==> src/core/wq_portal_pkg.sv <==
// Shared constants, types and decode functions for the queue portal logic.
// Assumes one 10 MHz clock and one active-low asynchronous reset.
package wq_portal_pkg;
   localparam int NUM_QUEUES = 4;
   localparam int QIDX_W = 2;
   localparam int COUNT_W = 6;
   localparam int PASID_W = 20;
   localparam int ADDR_W = 16;
   localparam int DATA_W = 32;
   localparam int CFG_ADDR_W = 8;
   localparam int SW_ADDR_W = 3;
   localparam int PAGE_BYTES = 4096;
   localparam int PAGE_LSB = $clog2(PAGE_BYTES);
   localparam int PORTAL_IMS_BIT = PAGE_LSB;
   localparam int PORTAL_LIMITED_BIT = PAGE_LSB + 1;
   localparam int QUEUE_LSB = PAGE_LSB + 2;
   localparam logic [COUNT_W-1:0] TOTAL_STORAGE = 6'h20;
   localparam logic [COUNT_W-1:0] COUNT_ONE = 6'h01;
   // Device configuration word addresses.
   localparam logic [CFG_ADDR_W-1:0] REG_CAP = 8'h00;
   localparam logic [CFG_ADDR_W-1:0] REG_DEV_CTRL = 8'h01;
   localparam logic [CFG_ADDR_W-1:0] REG_SW_ERR = 8'h02;
   localparam logic [CFG_ADDR_W-1:0] REG_QCFG_BASE = 8'h10;
   localparam logic [CFG_ADDR_W-1:0] REG_QPASID_BASE = 8'h14;
   localparam logic [CFG_ADDR_W-1:0] REG_QOCC_BASE = 8'h18;
   // Field positions.
   localparam int CAP_NQ_LSB = 0;
   localparam int CAP_STORE_LSB = 8;
   localparam int CAP_DED_BIT = 16;
   localparam int CAP_SHR_BIT = 17;
   localparam int QCFG_SIZE_LSB = 0;
   localparam int QCFG_THR_LSB = 8;
   localparam int QCFG_MODE_BIT = 16;
   localparam int QCFG_EN_BIT = 17;
   localparam int ERR_OVF_BIT = 0;
   localparam int ERR_Q_LSB = 2;
   localparam int DEV_EN_BIT = 0;
   // Host software register addresses and bits.
   localparam logic [SW_ADDR_W-1:0] H_TARGET = 3'h0;
   localparam logic [SW_ADDR_W-1:0] H_PASID = 3'h1;
   localparam logic [SW_ADDR_W-1:0] H_CTRL = 3'h2;
   localparam logic [SW_ADDR_W-1:0] H_STATUS = 3'h3;
   localparam logic [SW_ADDR_W-1:0] H_CFG_ADDR = 3'h4;
   localparam logic [SW_ADDR_W-1:0] H_CFG_WDATA = 3'h5;
   localparam logic [SW_ADDR_W-1:0] H_CFG_CMD = 3'h6;
   localparam logic [SW_ADDR_W-1:0] H_CFG_RDATA = 3'h7;
   localparam int CTRL_NP_BIT = 0;
   localparam int CTRL_INTR_BIT = 1;
   localparam int CTRL_GO_BIT = 2;
   localparam int CTRL_ESC_BIT = 3;
   localparam int CMD_WR_BIT = 0;
   localparam int CMD_RD_BIT = 1;
   localparam int ST_BUSY_BIT = 0;
   localparam int ST_RETRY_BIT = 1;
   localparam int ST_DONE_BIT = 2;

   typedef enum logic [0:0] {
      MODE_DEDICATED = 1'b0,
      MODE_SHARED = 1'b1
   } queue_mode_type;

   // Queue index carried in the portal page number.
   function automatic logic [QIDX_W-1:0] page_queue(input logic [ADDR_W-1:0] addr);
      return addr[QUEUE_LSB +: QIDX_W];
   endfunction

   // High when the page is a limited portal.
   function automatic logic page_limited(input logic [ADDR_W-1:0] addr);
      return addr[PORTAL_LIMITED_BIT];
   endfunction

   // High when the page selects the device interrupt store.
   function automatic logic page_ims(input logic [ADDR_W-1:0] addr);
      return addr[PORTAL_IMS_BIT];
   endfunction
endpackage

==> src/core/wq_portal_if.sv <==
// Link between the submitting host fabric and the queue portal device.
// Assumes both ends share mclk; the testbench joins the two modports.
`timescale 1ns/1ns
interface wq_portal_if;
   import wq_portal_pkg::*;
   logic sub_valid;
   logic [ADDR_W-1:0] sub_addr;
   logic sub_np;
   logic sub_len64;
   logic [PASID_W-1:0] sub_pasid;
   logic sub_intr;
   logic rsp_valid;
   logic rsp_retry;
   logic cfg_wr;
   logic cfg_rd;
   logic [CFG_ADDR_W-1:0] cfg_addr;
   logic [DATA_W-1:0] cfg_wdata;
   logic [DATA_W-1:0] cfg_rdata;

   modport device (
      input sub_valid, sub_addr, sub_np, sub_len64, sub_pasid, sub_intr,
      output rsp_valid, rsp_retry,
      input cfg_wr, cfg_rd, cfg_addr, cfg_wdata,
      output cfg_rdata
   );

   modport host (
      output sub_valid, sub_addr, sub_np, sub_len64, sub_pasid, sub_intr,
      input rsp_valid, rsp_retry,
      output cfg_wr, cfg_rd, cfg_addr, cfg_wdata,
      input cfg_rdata
   );
endinterface

==> src/core/wq_portal_device.sv <==
// Portal decode, admission and queue configuration of the data mover.
// Assumes the engine side reports dispatches and completions as pulses.
//
// Notes on behaviour
// - four portals per queue, one page each.
// - portal address gives queue, class, table.
// - absent interrupt store portals silently discard.
// - discarded non-posted write still answers Retry.
// - dedicated queue: limited equals unlimited portal.
// - shared: 64-byte non-posted only, Success/Retry.
// - limited portal admits only below threshold.
// - unlimited portal admits while any slot free.
// - unlimited portals for privileged retry fallback.
// - shared mode takes identifier from descriptor.
// - shared mode needs identifier capability enabled.
// - identifier keys cache and tags translation requests.
// - capability word reports queues, storage, modes.
// - size before device enable, rest before queue.
// - size zero queue accepts nothing.
// - locked configuration ignores writes; device and queue enable bits and the error clear still take writes.
// - mode changes only while queue disabled.
// - no interrupt requested: table type irrelevant, but absent interrupt store portals still discard.
// - completion writes record, interrupts, or both.
// - dedicated overflow drops and records error.
// - dedicated submit is one posted 64-byte write.
`timescale 1ns/1ns
module wq_portal_device import wq_portal_pkg::*; (
   // Clock, reset and enable.
   input wire logic mclk,
   input wire logic nrst,
   input wire logic ce,
   // Fabric side.
   wq_portal_if.device link,
   // Straps.
   input wire logic ims_supported,
   input wire logic pasid_enabled,
   input wire logic cfg_locked,
   // Engine dispatch.
   input wire logic dispatch_valid,
   input wire logic [QIDX_W-1:0] dispatch_queue,
   // Admitted descriptor.
   output logic admit_valid,
   output logic [QIDX_W-1:0] admit_queue,
   output logic [PASID_W-1:0] admit_pasid,
   output logic admit_ims,
   output logic admit_intr,
   // Engine completion.
   input wire logic done_valid,
   input wire logic done_fault,
   input wire logic done_rec_req,
   input wire logic done_intr_req,
   input wire logic done_ims,
   // Completion notification.
   output logic rec_write,
   output logic intr_issue,
   output logic intr_ims
);
   typedef struct packed {
      logic dev_en;
      logic [NUM_QUEUES-1:0][COUNT_W-1:0] q_size;
      logic [NUM_QUEUES-1:0][COUNT_W-1:0] q_thr;
      queue_mode_type [NUM_QUEUES-1:0] q_mode;
      logic [NUM_QUEUES-1:0] q_en;
      logic [NUM_QUEUES-1:0][PASID_W-1:0] q_pasid;
      logic err_ovf;
      logic [QIDX_W-1:0] err_q;
      logic [DATA_W-1:0] rdata;
      logic rsp_valid;
      logic rsp_retry;
      logic admit_valid;
      logic [QIDX_W-1:0] admit_queue;
      logic [PASID_W-1:0] admit_pasid;
      logic admit_ims;
      logic admit_intr;
      logic rec_write;
      logic intr_issue;
      logic intr_ims;
   } device_state_type;

   device_state_type state;
   device_state_type next_state;
   logic [NUM_QUEUES-1:0][COUNT_W-1:0] occupancy;
   logic [QIDX_W-1:0] sub_queue;
   logic sub_lim;
   logic sub_ims;
   logic accept;
   logic usable;
   logic form_ok;
   logic room;
   logic [COUNT_W-1:0] limit;
   logic [COUNT_W-1:0] occ;
   logic [QIDX_W-1:0] cq;
   logic [CFG_ADDR_W-1:0] cbase;

   // Portal page decode of the incoming write.
   assign sub_queue = page_queue(link.sub_addr);
   assign sub_lim = page_limited(link.sub_addr);
   assign sub_ims = page_ims(link.sub_addr);
   assign cq = link.cfg_addr[QIDX_W-1:0];
   assign cbase = {link.cfg_addr[CFG_ADDR_W-1:QIDX_W], {QIDX_W{1'b0}}};

   // One occupancy counter per queue; a disabled queue is emptied.
   for (genvar i = 0; i < NUM_QUEUES; i++) begin : g_count
      slot_counter u_count (
         .mclk(mclk),
         .nrst(nrst),
         .ce(ce),
         .clear(!state.q_en[i]),
         .inc(accept && sub_queue == QIDX_W'(i)),
         .dec(dispatch_valid && dispatch_queue == QIDX_W'(i)),
         .count(occupancy[i])
      );
   end

   // Admission decision for the write present this cycle.
   always_comb begin
      occ = occupancy[sub_queue];
      // Limited class applies only to shared queues.
      if (state.q_mode[sub_queue] == MODE_SHARED && sub_lim) begin
         limit = state.q_thr[sub_queue];
      end else begin
         limit = state.q_size[sub_queue];
      end
      usable = state.dev_en && state.q_en[sub_queue]
         && state.q_size[sub_queue] != '0
         && !(sub_ims && !ims_supported);
      if (state.q_mode[sub_queue] == MODE_SHARED) begin
         form_ok = link.sub_np && link.sub_len64 && pasid_enabled;
      end else begin
         form_ok = !link.sub_np && link.sub_len64;
      end
      room = occ < limit;
      accept = link.sub_valid && usable && form_ok && room;
   end

   // Next state: configuration access, then submission, then completion.
   always_comb begin
      next_state = state;
      next_state.rsp_valid = 1'b0;
      next_state.admit_valid = 1'b0;
      next_state.rec_write = 1'b0;
      next_state.intr_issue = 1'b0;
      // Configuration writes.
      if (link.cfg_wr) begin
         if (link.cfg_addr == REG_DEV_CTRL) begin
            next_state.dev_en = link.cfg_wdata[DEV_EN_BIT];
         end else if (link.cfg_addr == REG_SW_ERR) begin
            if (link.cfg_wdata[ERR_OVF_BIT]) begin
               next_state.err_ovf = 1'b0;
            end
         end else if (cbase == REG_QCFG_BASE) begin
            if (!cfg_locked) begin
               if (!state.dev_en) begin
                  next_state.q_size[cq] = link.cfg_wdata[QCFG_SIZE_LSB +: COUNT_W];
               end
               if (!state.q_en[cq]) begin
                  next_state.q_thr[cq] = link.cfg_wdata[QCFG_THR_LSB +: COUNT_W];
                  // Shared mode cannot be chosen without identifiers.
                  if (link.cfg_wdata[QCFG_MODE_BIT] && pasid_enabled) begin
                     next_state.q_mode[cq] = MODE_SHARED;
                  end else begin
                     next_state.q_mode[cq] = MODE_DEDICATED;
                  end
               end
            end
            next_state.q_en[cq] = link.cfg_wdata[QCFG_EN_BIT];
         end else if (cbase == REG_QPASID_BASE) begin
            if (!state.q_en[cq] && !cfg_locked) begin
               next_state.q_pasid[cq] = link.cfg_wdata[PASID_W-1:0];
            end
         end
      end
      // Configuration reads, answered in the next cycle.
      if (link.cfg_rd) begin
         next_state.rdata = '0;
         if (link.cfg_addr == REG_CAP) begin
            next_state.rdata[CAP_NQ_LSB +: QIDX_W + 1] = (QIDX_W + 1)'(NUM_QUEUES);
            next_state.rdata[CAP_STORE_LSB +: COUNT_W] = TOTAL_STORAGE;
            next_state.rdata[CAP_DED_BIT] = 1'b1;
            next_state.rdata[CAP_SHR_BIT] = pasid_enabled;
         end else if (link.cfg_addr == REG_DEV_CTRL) begin
            next_state.rdata[DEV_EN_BIT] = state.dev_en;
         end else if (link.cfg_addr == REG_SW_ERR) begin
            next_state.rdata[ERR_OVF_BIT] = state.err_ovf;
            next_state.rdata[ERR_Q_LSB +: QIDX_W] = state.err_q;
         end else if (cbase == REG_QCFG_BASE) begin
            next_state.rdata[QCFG_SIZE_LSB +: COUNT_W] = state.q_size[cq];
            next_state.rdata[QCFG_THR_LSB +: COUNT_W] = state.q_thr[cq];
            next_state.rdata[QCFG_MODE_BIT] = state.q_mode[cq] == MODE_SHARED;
            next_state.rdata[QCFG_EN_BIT] = state.q_en[cq];
         end else if (cbase == REG_QPASID_BASE) begin
            next_state.rdata[PASID_W-1:0] = state.q_pasid[cq];
         end else if (cbase == REG_QOCC_BASE) begin
            next_state.rdata[COUNT_W-1:0] = occupancy[cq];
         end
      end
      // Every non-posted write is answered, refused ones with Retry.
      if (link.sub_valid && link.sub_np) begin
         next_state.rsp_valid = 1'b1;
         next_state.rsp_retry = !accept;
      end
      // Dedicated overflow drops the write; the event beats a clear.
      if (link.sub_valid && usable && form_ok && !room
         && state.q_mode[sub_queue] == MODE_DEDICATED) begin
         next_state.err_ovf = 1'b1;
         next_state.err_q = sub_queue;
      end
      // Admitted descriptor handed to the dispatch side.
      if (accept) begin
         next_state.admit_valid = 1'b1;
         next_state.admit_queue = sub_queue;
         next_state.admit_intr = link.sub_intr;
         next_state.admit_ims = sub_ims && link.sub_intr;
         if (state.q_mode[sub_queue] == MODE_SHARED) begin
            next_state.admit_pasid = link.sub_pasid;
         end else begin
            next_state.admit_pasid = state.q_pasid[sub_queue];
         end
      end
      // Completion: faults always report through the record.
      if (done_valid) begin
         next_state.rec_write = done_fault || done_rec_req;
         next_state.intr_issue = done_intr_req;
         next_state.intr_ims = done_ims;
      end
   end

   // State register, frozen while ce is low.
   always_ff @(posedge mclk or negedge nrst) begin
      if (!nrst) begin
         state <= '0;
      end else if (ce) begin
         state <= next_state;
      end
   end

   // Outputs straight from the state register.
   assign link.rsp_valid = state.rsp_valid;
   assign link.rsp_retry = state.rsp_retry;
   assign link.cfg_rdata = state.rdata;
   assign admit_valid = state.admit_valid;
   assign admit_queue = state.admit_queue;
   assign admit_pasid = state.admit_pasid;
   assign admit_ims = state.admit_ims;
   assign admit_intr = state.admit_intr;
   assign rec_write = state.rec_write;
   assign intr_issue = state.intr_issue;
   assign intr_ims = state.intr_ims;
endmodule // wq_portal_device

==> src/core/slot_counter.sv <==
// Occupancy counter of one queue: counts admitted and not yet dispatched slots.
// Assumes inc is only raised while room remains.
`timescale 1ns/1ns
module slot_counter import wq_portal_pkg::*; (
   // Clock, reset and enable.
   input wire logic mclk,
   input wire logic nrst,
   input wire logic ce,
   // Count control.
   input wire logic clear,
   input wire logic inc,
   input wire logic dec,
   // Current occupancy.
   output logic [COUNT_W-1:0] count
);
   typedef struct packed {
      logic [COUNT_W-1:0] count;
   } counter_state_type;

   counter_state_type state;
   counter_state_type next_state;

   // Up on admit, down on dispatch, both together leave it unchanged.
   always_comb begin
      next_state = state;
      if (clear) begin
         next_state.count = '0;
      end else if (inc && !dec) begin
         next_state.count = state.count + COUNT_ONE;
      end else if (dec && !inc && state.count != '0) begin
         next_state.count = state.count - COUNT_ONE;
      end
   end

   // State register, frozen while ce is low.
   always_ff @(posedge mclk or negedge nrst) begin
      if (!nrst) begin
         state <= '0;
      end else if (ce) begin
         state <= next_state;
      end
   end

   assign count = state.count;
endmodule // slot_counter

==> src/flat_wrapper.sv <==
// flat-port wrapper written by rule: the top's interface ports become plain ports
module wq_portal_device_flat import wq_portal_pkg::*;
  (mclk, nrst, ce, ims_supported, pasid_enabled, cfg_locked, dispatch_valid, dispatch_queue, admit_valid, admit_queue, admit_pasid, admit_ims, admit_intr, done_valid, done_fault, done_rec_req, done_intr_req, done_ims, rec_write, intr_issue, intr_ims, link_sub_valid, link_sub_addr, link_sub_np, link_sub_len64, link_sub_pasid, link_sub_intr, link_rsp_valid, link_rsp_retry, link_cfg_wr, link_cfg_rd, link_cfg_addr, link_cfg_wdata, link_cfg_rdata);
  wq_portal_if link_i ();
  input wire logic mclk;
  input wire logic nrst;
  input wire logic ce;
  input wire logic ims_supported;
  input wire logic pasid_enabled;
  input wire logic cfg_locked;
  input wire logic dispatch_valid;
  input wire logic [QIDX_W-1:0] dispatch_queue;
  output logic admit_valid;
  output logic [QIDX_W-1:0] admit_queue;
  output logic [PASID_W-1:0] admit_pasid;
  output logic admit_ims;
  output logic admit_intr;
  input wire logic done_valid;
  input wire logic done_fault;
  input wire logic done_rec_req;
  input wire logic done_intr_req;
  input wire logic done_ims;
  output logic rec_write;
  output logic intr_issue;
  output logic intr_ims;
  input wire logic [$bits(link_i.sub_valid)-1:0] link_sub_valid;
  input wire logic [$bits(link_i.sub_addr)-1:0] link_sub_addr;
  input wire logic [$bits(link_i.sub_np)-1:0] link_sub_np;
  input wire logic [$bits(link_i.sub_len64)-1:0] link_sub_len64;
  input wire logic [$bits(link_i.sub_pasid)-1:0] link_sub_pasid;
  input wire logic [$bits(link_i.sub_intr)-1:0] link_sub_intr;
  output wire logic [$bits(link_i.rsp_valid)-1:0] link_rsp_valid;
  output wire logic [$bits(link_i.rsp_retry)-1:0] link_rsp_retry;
  input wire logic [$bits(link_i.cfg_wr)-1:0] link_cfg_wr;
  input wire logic [$bits(link_i.cfg_rd)-1:0] link_cfg_rd;
  input wire logic [$bits(link_i.cfg_addr)-1:0] link_cfg_addr;
  input wire logic [$bits(link_i.cfg_wdata)-1:0] link_cfg_wdata;
  output wire logic [$bits(link_i.cfg_rdata)-1:0] link_cfg_rdata;
  assign link_i.sub_valid = link_sub_valid;
  assign link_i.sub_addr = link_sub_addr;
  assign link_i.sub_np = link_sub_np;
  assign link_i.sub_len64 = link_sub_len64;
  assign link_i.sub_pasid = link_sub_pasid;
  assign link_i.sub_intr = link_sub_intr;
  assign link_rsp_valid = link_i.rsp_valid;
  assign link_rsp_retry = link_i.rsp_retry;
  assign link_i.cfg_wr = link_cfg_wr;
  assign link_i.cfg_rd = link_cfg_rd;
  assign link_i.cfg_addr = link_cfg_addr;
  assign link_i.cfg_wdata = link_cfg_wdata;
  assign link_cfg_rdata = link_i.cfg_rdata;
  wq_portal_device u_core (.mclk(mclk), .nrst(nrst), .ce(ce), .link(link_i), .ims_supported(ims_supported), .pasid_enabled(pasid_enabled), .cfg_locked(cfg_locked), .dispatch_valid(dispatch_valid), .dispatch_queue(dispatch_queue), .admit_valid(admit_valid), .admit_queue(admit_queue), .admit_pasid(admit_pasid), .admit_ims(admit_ims), .admit_intr(admit_intr), .done_valid(done_valid), .done_fault(done_fault), .done_rec_req(done_rec_req), .done_intr_req(done_intr_req), .done_ims(done_ims), .rec_write(rec_write), .intr_issue(intr_issue), .intr_ims(intr_ims));
endmodule
==> config.mk <==
export PLATFORM = sky130hd
export DESIGN_NAME = wq_portal_device_flat
export DESIGN_NICKNAME = d
export VERILOG_FILES = /design/src/core/wq_portal_pkg.sv /design/src/core/wq_portal_if.sv /design/src/core/wq_portal_device.sv /design/src/core/slot_counter.sv /design/src/flat_wrapper.sv
export SDC_FILE = /design/constraint.sdc
export NUM_CORES = 1
export LEC_CHECK = 0
export BUFFER_PORTS_ARGS = -buffer_cell sky130_fd_sc_hd__buf_2
export CAP_MARGIN = 20
export CORE_UTILIZATION = 35
export DETAILED_ROUTE_END_ITERATION = 6
export PLACE_DENSITY = 0.65
export SLEW_MARGIN = 20
export SYNTH_ARGS = -nofsm -noshare
export SYNTH_HDL_FRONTEND = slang
export SYNTH_HIERARCHICAL = 1
export SYNTH_SLANG_ARGS = --single-unit
==> constraint.sdc <==
create_clock -name mclk -period 11.55 [get_ports mclk]
set_clock_uncertainty 0.05 [all_clocks]
set_input_delay 1.7325 -clock mclk [delete_from_list [all_inputs] [get_ports mclk]]
set_output_delay 1.7325 -clock mclk [all_outputs]
set_load 0.01 [all_outputs]
After elaboration in Yosys (flattened, before gate mapping):

Index checks and enable logic that the tools add are counted.

* register bits after elaboration: 214
* input bits: 96
* output and inout port bits: 62
* logic and storage cells: 232

* add/sub/neg operators: 8
* $lt $le $gt $ge: 4
* equality and inequality tests: 16
* muxes and demuxes: 79
* bitwise operators: 10
* reduce and logical (&&, ||, !) cells: 80

Operator list (count)
* $mux W6: 25
* $bmux W20 S2: 2
* $bwmux W80: 1
* $mux W20: 4
* $bmux W6 S2: 6
* $bwmux W24: 2
* $demux W20 S2: 1
* $logic_and A1 B1 Y1: 38
* $reduce_bool A6 Y1: 5
* $mux W25: 1
* $add A6 B1 Y6 const B: 4
* $sub A6 B1 Y6 const B: 4
* $reduce_and A7 Y1: 3
* $mux W19: 1
* $eq A6 B3 Y1 const B: 3
* $mux W2: 9
* $reduce_and A2 Y1: 9
* $mux W16: 1
* $logic_not A1 Y1: 15
* $mux W14: 1
* $mux W1: 13
* $demux W6 S2: 1
* $ne A3 B3 Y1 const B: 4
* $reduce_and A5 Y1: 2
* 23 further kinds: 42

Longest topological paths before layout:

Gate-level depths: netlist of the first run.

* depth after elaboration: 15
* depth in mapped cells: 19
* depth with buffers taken out: 17

Hierarchy:

Netlist of the first run, hierarchy kept.

By module, submodules not included
* wq_portal_device: times used 1, cells an instance 747, area an instance 10438.8 um^2, sequential area each 4754.6 um^2
* slot_counter (u_core.g_count[0].u_count ...): times used 3, cells an instance 53, area an instance 466.7 um^2, sequential area each 150.1 um^2
* slot_counter (u_core.g_count[1].u_count): times used 1, cells an instance 53, area an instance 481.7 um^2, sequential area each 150.1 um^2

Least setup slack after synthesis of the first run:

Ideal clock, no wire load.

* kind: input to register
* start point: input link_sub_addr[14]
* end point: register u_core.g_count[1].u_count.state, in the netlist u_core/g_count[1].u_count/count[5]
* setup time: 0.069 ns
* arrival time: 6.244 ns
* data required time: 11.431 ns
* setup slack: 5.187 ns
* cell stages on the path: 18
* buffers on the path: 4
* cell sequence: buf_6 > buf_2 > buf_2 > clkbuf_1 > mux4_2 > ha_1 > a21o_1 > a31oi_1 > o211a_1 > o21ai_0 > nor3b_1 > nand2b_1 > ha_1 > a211oi_1 > nor2_2 > mux2i_1 > or4b_1 > nand3_1

* cells in the longest elaborated chain, start to end: 14
* elaborated cells on any way between the ends: 31
* those cells by class: order compare: 1; eq/ne: 2; mux: 14; reduce/logical: 14

Ends and longest elaborated chain
* start, declared: line flat_wrapper.sv:27 `input wire logic [$bits(link_i.sub_addr)-1:0] link_sub_addr;`
* parallel branches: the longest is 8 deep, another holds $lt A6 B6 Y1
* $logic_and A1 B1 Y1 (*): line wq_portal_device.sv:109 `.inc(accept && sub_queue == QIDX_W'(i)),`
* $logic_not A1 Y1: line slot_counter.sv:30 `end else if (dec && !inc && state.count != '0) begin`
* $logic_and A1 B1 Y1 (2 in series): line slot_counter.sv:30
* $ne A3 B3 Y1 (no line)
* $reduce_and A2 Y1 (no line)
* end signal, assigned: line slot_counter.sv:40 `state <= next_state;`
* end, declared: line slot_counter.sv:20 `counter_state_type state;`

Mark *: on every way between the ends. The select of a mux whose other input is x is not followed.
A chain may end at the register's enable or synchronous reset.

Final worst setup path of the first run:

* start point: input link_sub_addr[15]
* end point: register u_core.g_count[1].u_count.state, in the netlist u_core/g_count[1].u_count/count[5]

Same word-level chain as after synthesis.

==> results of run 1 <==
[kinds of logic (layout without fill, tap and decap cells)]
family	after synthesis	in the layout	synth area share
muxes	279	279	0.332
xor gates and xnor gates	8	8	0.00569
adders and majority gates	25	25	0.0278
DFF	214	214	0.435
AOI/OAI and AO/OA	123	123	0.0668
buffers and inverters	135	216	0.0626
other	1	14	0.000304
and+or+nand+nor	174	174	0.0698
[worst min-delay path, delay by kind of cell, from the launching register on]
kind            cells  cell delay (ns)
simple gates        1             0.04
compound gates      1             0.06
flops               1             0.34
[sequential cells by signal, summed over array words and instances (netlist names), named ones only]
signal / cells
u_core/admit_pasid: 20
u_core/link.rsp_retry: 1
u_core/admit_queue: 2
u_core/g_count.u_count/count: 24
u_core/link.cfg_rdata: 20
u_core/admit_intr: 1
u_core/intr_issue: 1
u_core/intr_ims: 1
u_core/state: 136
u_core/admit_ims: 1
u_core/rec_write: 1
u_core/link.rsp_valid: 1
u_core/admit_valid: 1
[synthesized netlist by cell type (12+ instances only)]
master,n,area share
mux2_4,19,0.023
nor2_1,20,0.0061
ha_1,21,0.021
buf_2,19,0.0077
mux2_2,165,0.15
a21oi_1,12,0.0049
dfrtp_1,214,0.43
nand2_1,78,0.024
o21ai_0,47,0.019
clkbuf_1,16,0.0049
buf_4,54,0.033
mux4_2,80,0.15
inv_1,32,0.0097
mux2i_1,15,0.012
o31ai_1,22,0.013
[where the power goes]
part	switching, mW	internal (mW)	total (mW)
logic	0.224	0.190	0.414
clock network	0.318	0.443	0.761
registers	0.0654	0.790	0.855
[cell type report]
type                       instances  area share
inverter                          36     0.00976
timing repair buffer             135      0.0529
antenna                            2    0.000361
clock buffer                      36      0.0503
tap                              455      0.0411
clock inverter                     9     0.00633
sequential                       214       0.387
multi-input combinational        621       0.453
[final timing paths]
kind | startpoint | endpoint | slack, ns
min reg2reg | u_core/link.cfg_rdata[11] | u_core/link.cfg_rdata[11] | 0.42
min in group asynchronous | nrst | u_core/admit_pasid[18] | 1.14
max | link_sub_addr[15] | u_core/g_count[1].u_count/count[5] | 4.65
min | u_core/link.cfg_rdata[11] | u_core/link.cfg_rdata[11] | 0.42
max reg2reg | register | u_core/g_count[1].u_count/count[5] | 6.20
max in group asynchronous | nrst | u_core/state[129] | 8.26
[per-layer routing]
layer | share of wire | GRT usage
met2 | 0.50 | 0.297
met4 | 0.025 | 0.0515
met1 | 0.42 | 0.220
met3 | 0.054 | 0.0334
met5 | 0.0018 | 0
[stage by stage]
step,instances,utilization,power (mW)
floorplan,970,-,1.15
global placement,1460,0.376,1.26
detailed placement,1460,0.376,1.28
CTS,1505,0.399,2.05
global route,1507,0.400,2.14
finish,1508,0.400,2.03
==> impl_results.md, run 1 <==
* Design area at about 14000 um^2
* Vias in the first global route at 8455
* IO Pins at 158
* FF/Latch Area at 5360 um^2
* Post-CTS Setup Repair Bufs at 0
* Hold path depth at 2
* Worst-margin pin slew at between 0.9 and 1 ns
* Cells along the critical path: buf_2, buf_4, mux4_2, nand2_1, mux2i_1, ha_1, a21o_1, a31oi_1, o211a_1, o21ai_0, nor3b_1, nand2b_1, ha_1, o21ai_0, nor2_2, mux2i_1, or4b_1, nand3_1
* # hold bufs at CTS at 0
* DR WL/cell at approximately 20 um
* Maximum vdd drop at 0.117 mV
* Ys Warns at 6
* Final Hold Viols at 0
* WP depth at 18
* CP delay by family, top: simple AND/OR/NAND/NOR gates
* Post-Syn Area at 12300 um^2
* Number of gates resized after CTS at 0
* DRC at 0
* Most frequent cells in the layout: 214 x dfrtp_1, 165 x mux2_2, 120 x buf_2, 80 x mux4_2, 78 x nand2_1
* Startpoint types: primary input
* WP data required at 11.96 ns
* Post-Syn Instances at roughly 960
* Fin crit share at 0.598
* Clock latency on the worst-skew pair at approximately 0.54 ns
* RSZ-0062 raised after global routing: no
* Register bit total from synthesis at 214
* Layout Nets at 1154
* Initial Util at 0.356
* Fmax at 145 MHz
* Setup violators final at 0
* Width of the die at around 190 um
* Netlist cell types at 54
* Setup TNS at 0 ns
* Detail Route Antenna Nets at 0
* Fill cells at 3209
* Initial antenna violation count at 7
* Critical setup path kind: in -> reg
* Max-cap violations at 0
* Area taken by multi-input logic gates at 6270 um^2
* Crit end category: register
* Initial drt markers at 452
* CTS root buf: clkbuf_16
* Ys async rst share at 1.00
* CTS tree: yes
* Most used flip-flop cell after synthesis: dfrtp_1
* DP HPWL at 20700 um
* Routed via count at 8190
* Slowest cell on crit path: mux4_2
* Clk slew on worst S/H paths at 0.06 ns
* Critical path buffers and inverters at 2
* Largest net degree at the start of global routing at 79
* Hold Worst Slack at 0.421 ns
* Final worst slack at 4.65 ns
* Critical Path Fanout Max at 46
* Area Growth Syn to Fin at 12.4%
* Clock Sinks at 214
* H-tree depth at 1
* GR Overflow Total at 0
* Number of synthesized flops with an enable pin at 0
* Crit path DAT at 7.32 ns
* Core box area at 34600 um^2
* Port bufs at 121
* Cell count of the worst reg-to-reg path at 16
* Min Tclk post-route at 6.90 ns
* PwrDens at between 100 and 150 nW/um^2
* Sequential area share after synthesis at 0.435
* Row count at 68
* DP Worst Slack at 4.10 ns
* Commonest non-fill, non-tap cell in the layout: dfrtp_1
* Drt total wl at about 31000 um
* First-pass GRT wire length at 48100 um
* Num CTS Buffers at 25
* Slew HR at 0.374
* Outcome: finished, final reports clean
* Layout cells sized above 1 at 0.427
* Max incr delay on CP at 0.90 ns
* Clk buf depth at 3
* LEAKAGE at 6.52 nW
* DP Area at 13000 um^2
* Full die area at ~36000 um^2
* GRT Util Overall at 0.173
* Vias per cell at around 5.4
* Die H at ~190 um
* Worst Hold Class: reg -> reg
* RePlAce Congestion at 0.808
* Mapped Avg Cell Area at between 10 and 15 um^2
* Final Max Slew Viols at 0
* Drt pass-1 iters at 4
(Power assumes the default switching activity.)
==> inputs of run 2 (changes only) <==
--- a/config.mk
+++ b/config.mk
@@ -9,7 +9,7 @@
 export CAP_MARGIN = 20
 export CORE_UTILIZATION = 35
 export DETAILED_ROUTE_END_ITERATION = 6
-export PLACE_DENSITY = 0.65
+export PLACE_DENSITY = 0.67
 export SLEW_MARGIN = 20
 export SYNTH_ARGS = -nofsm -noshare
 export SYNTH_HDL_FRONTEND = slang
==> constraint.sdc (replaced) <==
create_clock -name mclk -period 5.8 [get_ports mclk]
set_clock_uncertainty 0.05 [all_clocks]
set_input_delay 0.87 -clock mclk [delete_from_list [all_inputs] [get_ports mclk]]
set_output_delay 0.87 -clock mclk [all_outputs]
set_load 0.01 [all_outputs]
==> impl_results.md, run 2 (same netlist as run 1, synthesis figures left out) <==
* Full die area at 36000 um^2
* Most frequent cells in the layout: 214 x dfrtp_1, 165 x mux2_2, 120 x buf_2, 80 x mux4_2, 78 x nand2_1
* Critical setup path kind: in -> reg
* Layout Nets at roughly 1200
* Detail Route Antenna Nets at 0
* Design area at 14000 um^2
* Final Max Slew Viols at 0
* Crit path DAT at 5.43 ns
* Post-CTS Setup Repair Bufs at 0
* Area Growth Syn to Fin at 13.2%
* Width of the die at 190 um
* Core box area at between 30000 and 40000 um^2
* PwrDens at 297 nW/um^2
* First-pass GRT wire length at 48900 um
* DR WL/cell at roughly 21 um
* CTS tree: yes
* Drt pass-1 iters at 7
* Max-cap violations at 0
* Worst Hold Class: in -> async
* Vias per cell at between 5 and 6
* IO Pins at roughly 160
* Max incr delay on CP at 0.60 ns
* WP data required at around 6.2 ns
* Cells along the critical path: buf_2, buf_4, mux4_2, mux2i_1, ha_1, o2111a_1, o21ai_0, and2_1, o21ai_0, nor3b_1, nand2b_1, ha_1, a211oi_1, nor2_2, mux2i_1, or4b_1, nand3_1
* RSZ-0062 raised after global routing: no
* DP HPWL at 21700 um
* Biggest register: u_core/state
* Largest net degree at the start of global routing at 111
* Port bufs at 121
* Clock Sinks at about 210
* Vias in the first global route at 8424
* DP Area at 13100 um^2
* Die H at 190 um
* Final std cells w/o fill at 1516
* Crit end category: register
* Clk buf depth at 3
* Layout cells sized above 1 at 0.432
* Initial antenna violation count at 4
* Initial Util at 0.356
* Worst-margin pin slew at 0.879 ns
* Num CTS Buffers at 24
* Drt total wl at 31300 um
* Routed via count at between 8000 and 9000
* Startpoint types: primary input
* Setup TNS at 0 ns
* RePlAce Congestion at 0.854
* Fin crit share at 0.868
* Placed Cells at 1469
* CTS root buf: clkbuf_16
* Hold Worst Slack at roughly 0.39 ns
* Fmax at 199 MHz
* LEAKAGE at 6.59 nW
* Clock latency on the worst-skew pair at ~0.52 ns
* H-tree depth at 1
* Number of gates resized after CTS at 0
* Initial drt markers at 407
* Critical Path Fanout Max at 12
* Max reg flops at between 100 and 150
* GR Overflow Total at 0
* Outcome: finished, final reports clean
* Row count at 68
* Slowest cell on crit path: mux4_2
* GRT Util Overall at 0.175
* # hold bufs at CTS at 0
* Clk slew on worst S/H paths at 0.06 ns
* Fill cells at 3200
* DRC at 0
* Final Hold Viols at 0
* Setup violators final at 0
* Slew HR at 0.414
* Commonest non-fill, non-tap cell in the layout: dfrtp_1
* Min Tclk post-route at 5.03 ns
* Maximum vdd drop at between 0.2 and 0.25 mV
[run 2: report_power, final]
part | switching, mW | total [mW] | internal (mW) | leakage [nW]
clock | 0.643 | 1.60 | 0.954 | 0.405
sequential | 0.135 | 1.71 | 1.57 | 2.90
combinational | 0.454 | 0.835 | 0.381 | 3.28
total | 1.23 | 4.14 | 2.91 | 6.59
[run 2: metal layers]
layer	global-route usage	wire, um	up-vias	part of all wire
li1	-	-	3656	-
met2	0.295	15400	211	0.49
met4	0.0642	990	4	0.032
met3	0.0253	1440	54	0.046
met5	0	27	-	0.00086
met1	0.229	13500	4263	0.43
[run 2: worst paths after layout]
kind                                     from                                 end  slack (ns)  depth (start not counted)
setup / recovery            link_sub_addr[14]  u_core/g_count[1].u_count/count[5]        0.77                         17
hold / removal                           nrst              u_core/admit_pasid[18]        0.39                          1
setup reg to reg                     register  u_core/g_count[1].u_count/count[5]        1.01                         16
hold reg to reg            u_core/admit_valid                  u_core/admit_valid        0.42                          1
max in group asynchronous                nrst                    u_core/state[86]        4.19                          2
min in group mclk          u_core/admit_valid                  u_core/admit_valid        0.42                          1
[run 2: critical path, delay by kind of cell]
family / cells / cell delay [ns]
multiplexers: 3 / 0.91
adder cells (fa/ha/maj): 2 / 0.62
AO/OA/AOI/OAI: 4 / 0.90
buffers and inverters: 2 / 0.49
AND/OR/NAND/NOR: 6 / 1.60
[run 2: per-stage QoR]
stage               power, mW  setup WS [ns]   util
global route             4.34          0.325  0.403
floorplan                2.30          0.300      -
CTS                      4.17          0.734  0.403
detailed placement       2.56          0.270  0.379
global placement         2.53          0.377  0.379
finish                   4.14          0.766  0.403
[run 2: area by class of cell]
type	instances	area, um^2	share of cell area
multi-input cells	621	6250	0.448
flip-flops and latches	214	5360	0.384
repair buffers	143	805	0.0577
clock buffers	32	671	0.0481
well taps	455	569	0.0408
clock inverters	12	161	0.0116
inverters	36	135	0.00969
diodes	3	7.51	0.000538
==> inputs of run 3 (changes only) <==
--- a/config.mk
+++ b/config.mk
@@ -10,6 +10,7 @@
 export CORE_UTILIZATION = 35
 export DETAILED_ROUTE_END_ITERATION = 6
 export PLACE_DENSITY = 0.67
+export RECOVER_POWER = 25
 export SLEW_MARGIN = 20
 export SYNTH_ARGS = -nofsm -noshare
 export SYNTH_HDL_FRONTEND = slang
==> constraint.sdc (replaced) <==
create_clock -name mclk -period 5.8 [get_ports mclk]
set_clock_uncertainty 0.05 [all_clocks]
set_input_delay 0.58 -clock mclk [delete_from_list [all_inputs] [get_ports mclk]]
set_output_delay 0.58 -clock mclk [all_outputs]
set_load 0.01 [all_outputs]
==> impl_results.md, run 3 (same netlist as run 1, synthesis figures left out) <==
* Clock share of power at 0.375
* Post-CTS Setup Repair Bufs at 0
* Critical setup path kind: in -> reg
* WP data required at 6.20 ns
* Min Tclk post-route at 4.82 ns
* H-tree depth at 1
* Combinational power share at 0.205
* Number of gates resized after CTS at 0
* Row count at 68
* Routed via count at approximately 8200
* Outcome: finished, violations left
* Hold path depth at 3
* Crit path DAT at 5.23 ns
* Full die area at 36000 um^2
* Drt pass-1 iters at 5
* Final std cells w/o fill at 1509
* Initial Util at 0.356
* Clk slew on worst S/H paths at 0.06 ns
* Core box area at between 30000 and 40000 um^2
* IO Pins at 158
* Setup TNS at 0 ns
* RSZ-0062 raised after global routing: no
* LEAKAGE at 6.57 nW
* Final Max Slew Viols at slightly above 100
* R2r setup slk at 0.99 ns
* Vias per cell at 5.41
* Num CTS Buffers at 24
* Internal Pwr Total at 2.86 mW
* Max-cap violations at 1
* Fill cells at 3239
* Width of the die at 190 um
* DP Area at 13100 um^2
* Port bufs at 121
* Area taken by multi-input logic gates at 6250 um^2
* Max reg flops at 136
* RePlAce Congestion at 0.850
* DRC at 0
* Design area at ~14000 um^2
* Area Growth Syn to Fin at 12.9%
* Layout Nets at roughly 1200
* # hold bufs at CTS at 0
* Placed Cells at 1468
* Sw Pwr at 1.20 mW
* Vias in the first global route at between 8000 and 9000
* R2R Path End: u_core/g_count[1].u_count/count[5]
* Layout cells sized above 1 at 0.430
* Setup violators final at 0
* Clk buf depth at 3
* Final Hold Viols at 0
* Die H at 190 um
* Clock Sinks at 214
* Clock latency on the worst-skew pair at 0.54 ns
* Maximum vdd drop at 0.186 mV
* Startpoint types: primary input
* Slew HR at -2.12
* Drt total wl at roughly 31000 um
* Hold Startpoint: done_intr_req
* Failing checks: capacitance limit, slew limit
* Most frequent cells in the layout: 214 x dfrtp_1, 165 x mux2_2, 119 x buf_2, 80 x mux4_2, 78 x nand2_1
* CTS tree: yes
* Sw frac at 0.296
* Fin crit share at 0.832
* PwrDens at 292 nW/um^2
* First-pass GRT wire length at 48700 um
* Initial antenna violation count at 4
* Critical Path Fanout Max at 9
* Cell count of the worst reg-to-reg path at 16
* CTS root buf: clkbuf_16
* DP HPWL at 21400 um
* GRT Util Overall at 0.174
* Biggest register: u_core/state
* GR Overflow Total at 0
* Commonest non-fill, non-tap cell in the layout: dfrtp_1
* Crit end category: register
* Fmax at roughly 210 MHz
* Worst-margin pin slew at 4.68 ns
* Largest net degree at the start of global routing at 115
* Detail Route Antenna Nets at 0
* Sequential power share at 0.420
* DR WL/cell at ~20 um
* Initial drt markers at 502
* FF/Latch Area at 5360 um^2
* WHS Endpoint: u_core/intr_issue
* Worst Hold Class: in -> reg
-- run 3: worst max-delay path by stage --
| stage | startpoint | endpoint |
|---|---|---|
| detailed placement | link_sub_addr[14] | u_core/g_count[1].u_count/count[5] |
| floorplan | link_sub_addr[14] | u_core/g_count[1].u_count/count[5] |
| CTS | link_sub_addr[14] | u_core/g_count[1].u_count/count[5] |
| global placement | link_sub_addr[14] | u_core/g_count[1].u_count/count[5] |
| global route | nrst | u_core/link.rsp_valid |
| finish | link_sub_addr[14] | u_core/g_count[1].u_count/count[5] |
-- run 3: cell type report --
cell class	count	area share
Multi-Input combinational cell	621	0.449
Sequential cell	214	0.385
Timing Repair Buffer	143	0.0582
Clock buffer	30	0.0484
Tap cell	455	0.0409
Inverter	36	0.00972
Clock inverter	9	0.00801
Antenna cell	1	0.000180
-- run 3: through the flow --
step           power, mW  utilization  hold slack [ns]  worst slack (ns)
5_1_grt             4.27        0.402            0.234             0.342
4_1_cts             4.09        0.401            0.146              1.01
3_5_place_dp        2.55        0.378            0.414             0.509
2_1_floorplan       2.30            -            0.234             0.590
3_3_place_gp        2.53        0.378            0.410             0.582
6_report            4.06        0.402            0.251             0.976
-- run 3: critical path: stages --
cell and delay (ns):
buf_2 0.28, mux4_2 0.58, nand2_1 0.25, mux2i_1 0.25, ha_1 0.27, a21o_1 0.16
a31oi_1 0.19, o211a_1 0.24, o21ai_0 0.26, nor3b_1 0.39, nand2b_1 0.27, ha_1 0.37
a211oi_1 0.27, nor2_2 0.09, mux2i_1 0.14, or4b_1 0.51, nand3_1 0.10
-- run 3: power by group through the flow --
| stage | clock, mW | combinational (mW) | sequential [mW] |
|---|---|---|---|
| floorplan | 0 | 0.619 | 1.68 |
| global placement | 0 | 0.803 | 1.72 |
| detailed placement | 0 | 0.827 | 1.73 |
| CTS | 1.56 | 0.831 | 1.70 |
| global route | 1.61 | 0.938 | 1.72 |
| finish | 1.52 | 0.833 | 1.70 |
-- run 3: per-layer routing --
metal  track usage  vias up  wire length (um)
met4        0.0565        6               867
li1              -     3659                 -
met2         0.301      233             15300
met3        0.0271       54              1640
met1         0.224     4211             12900
met5             0        -                41
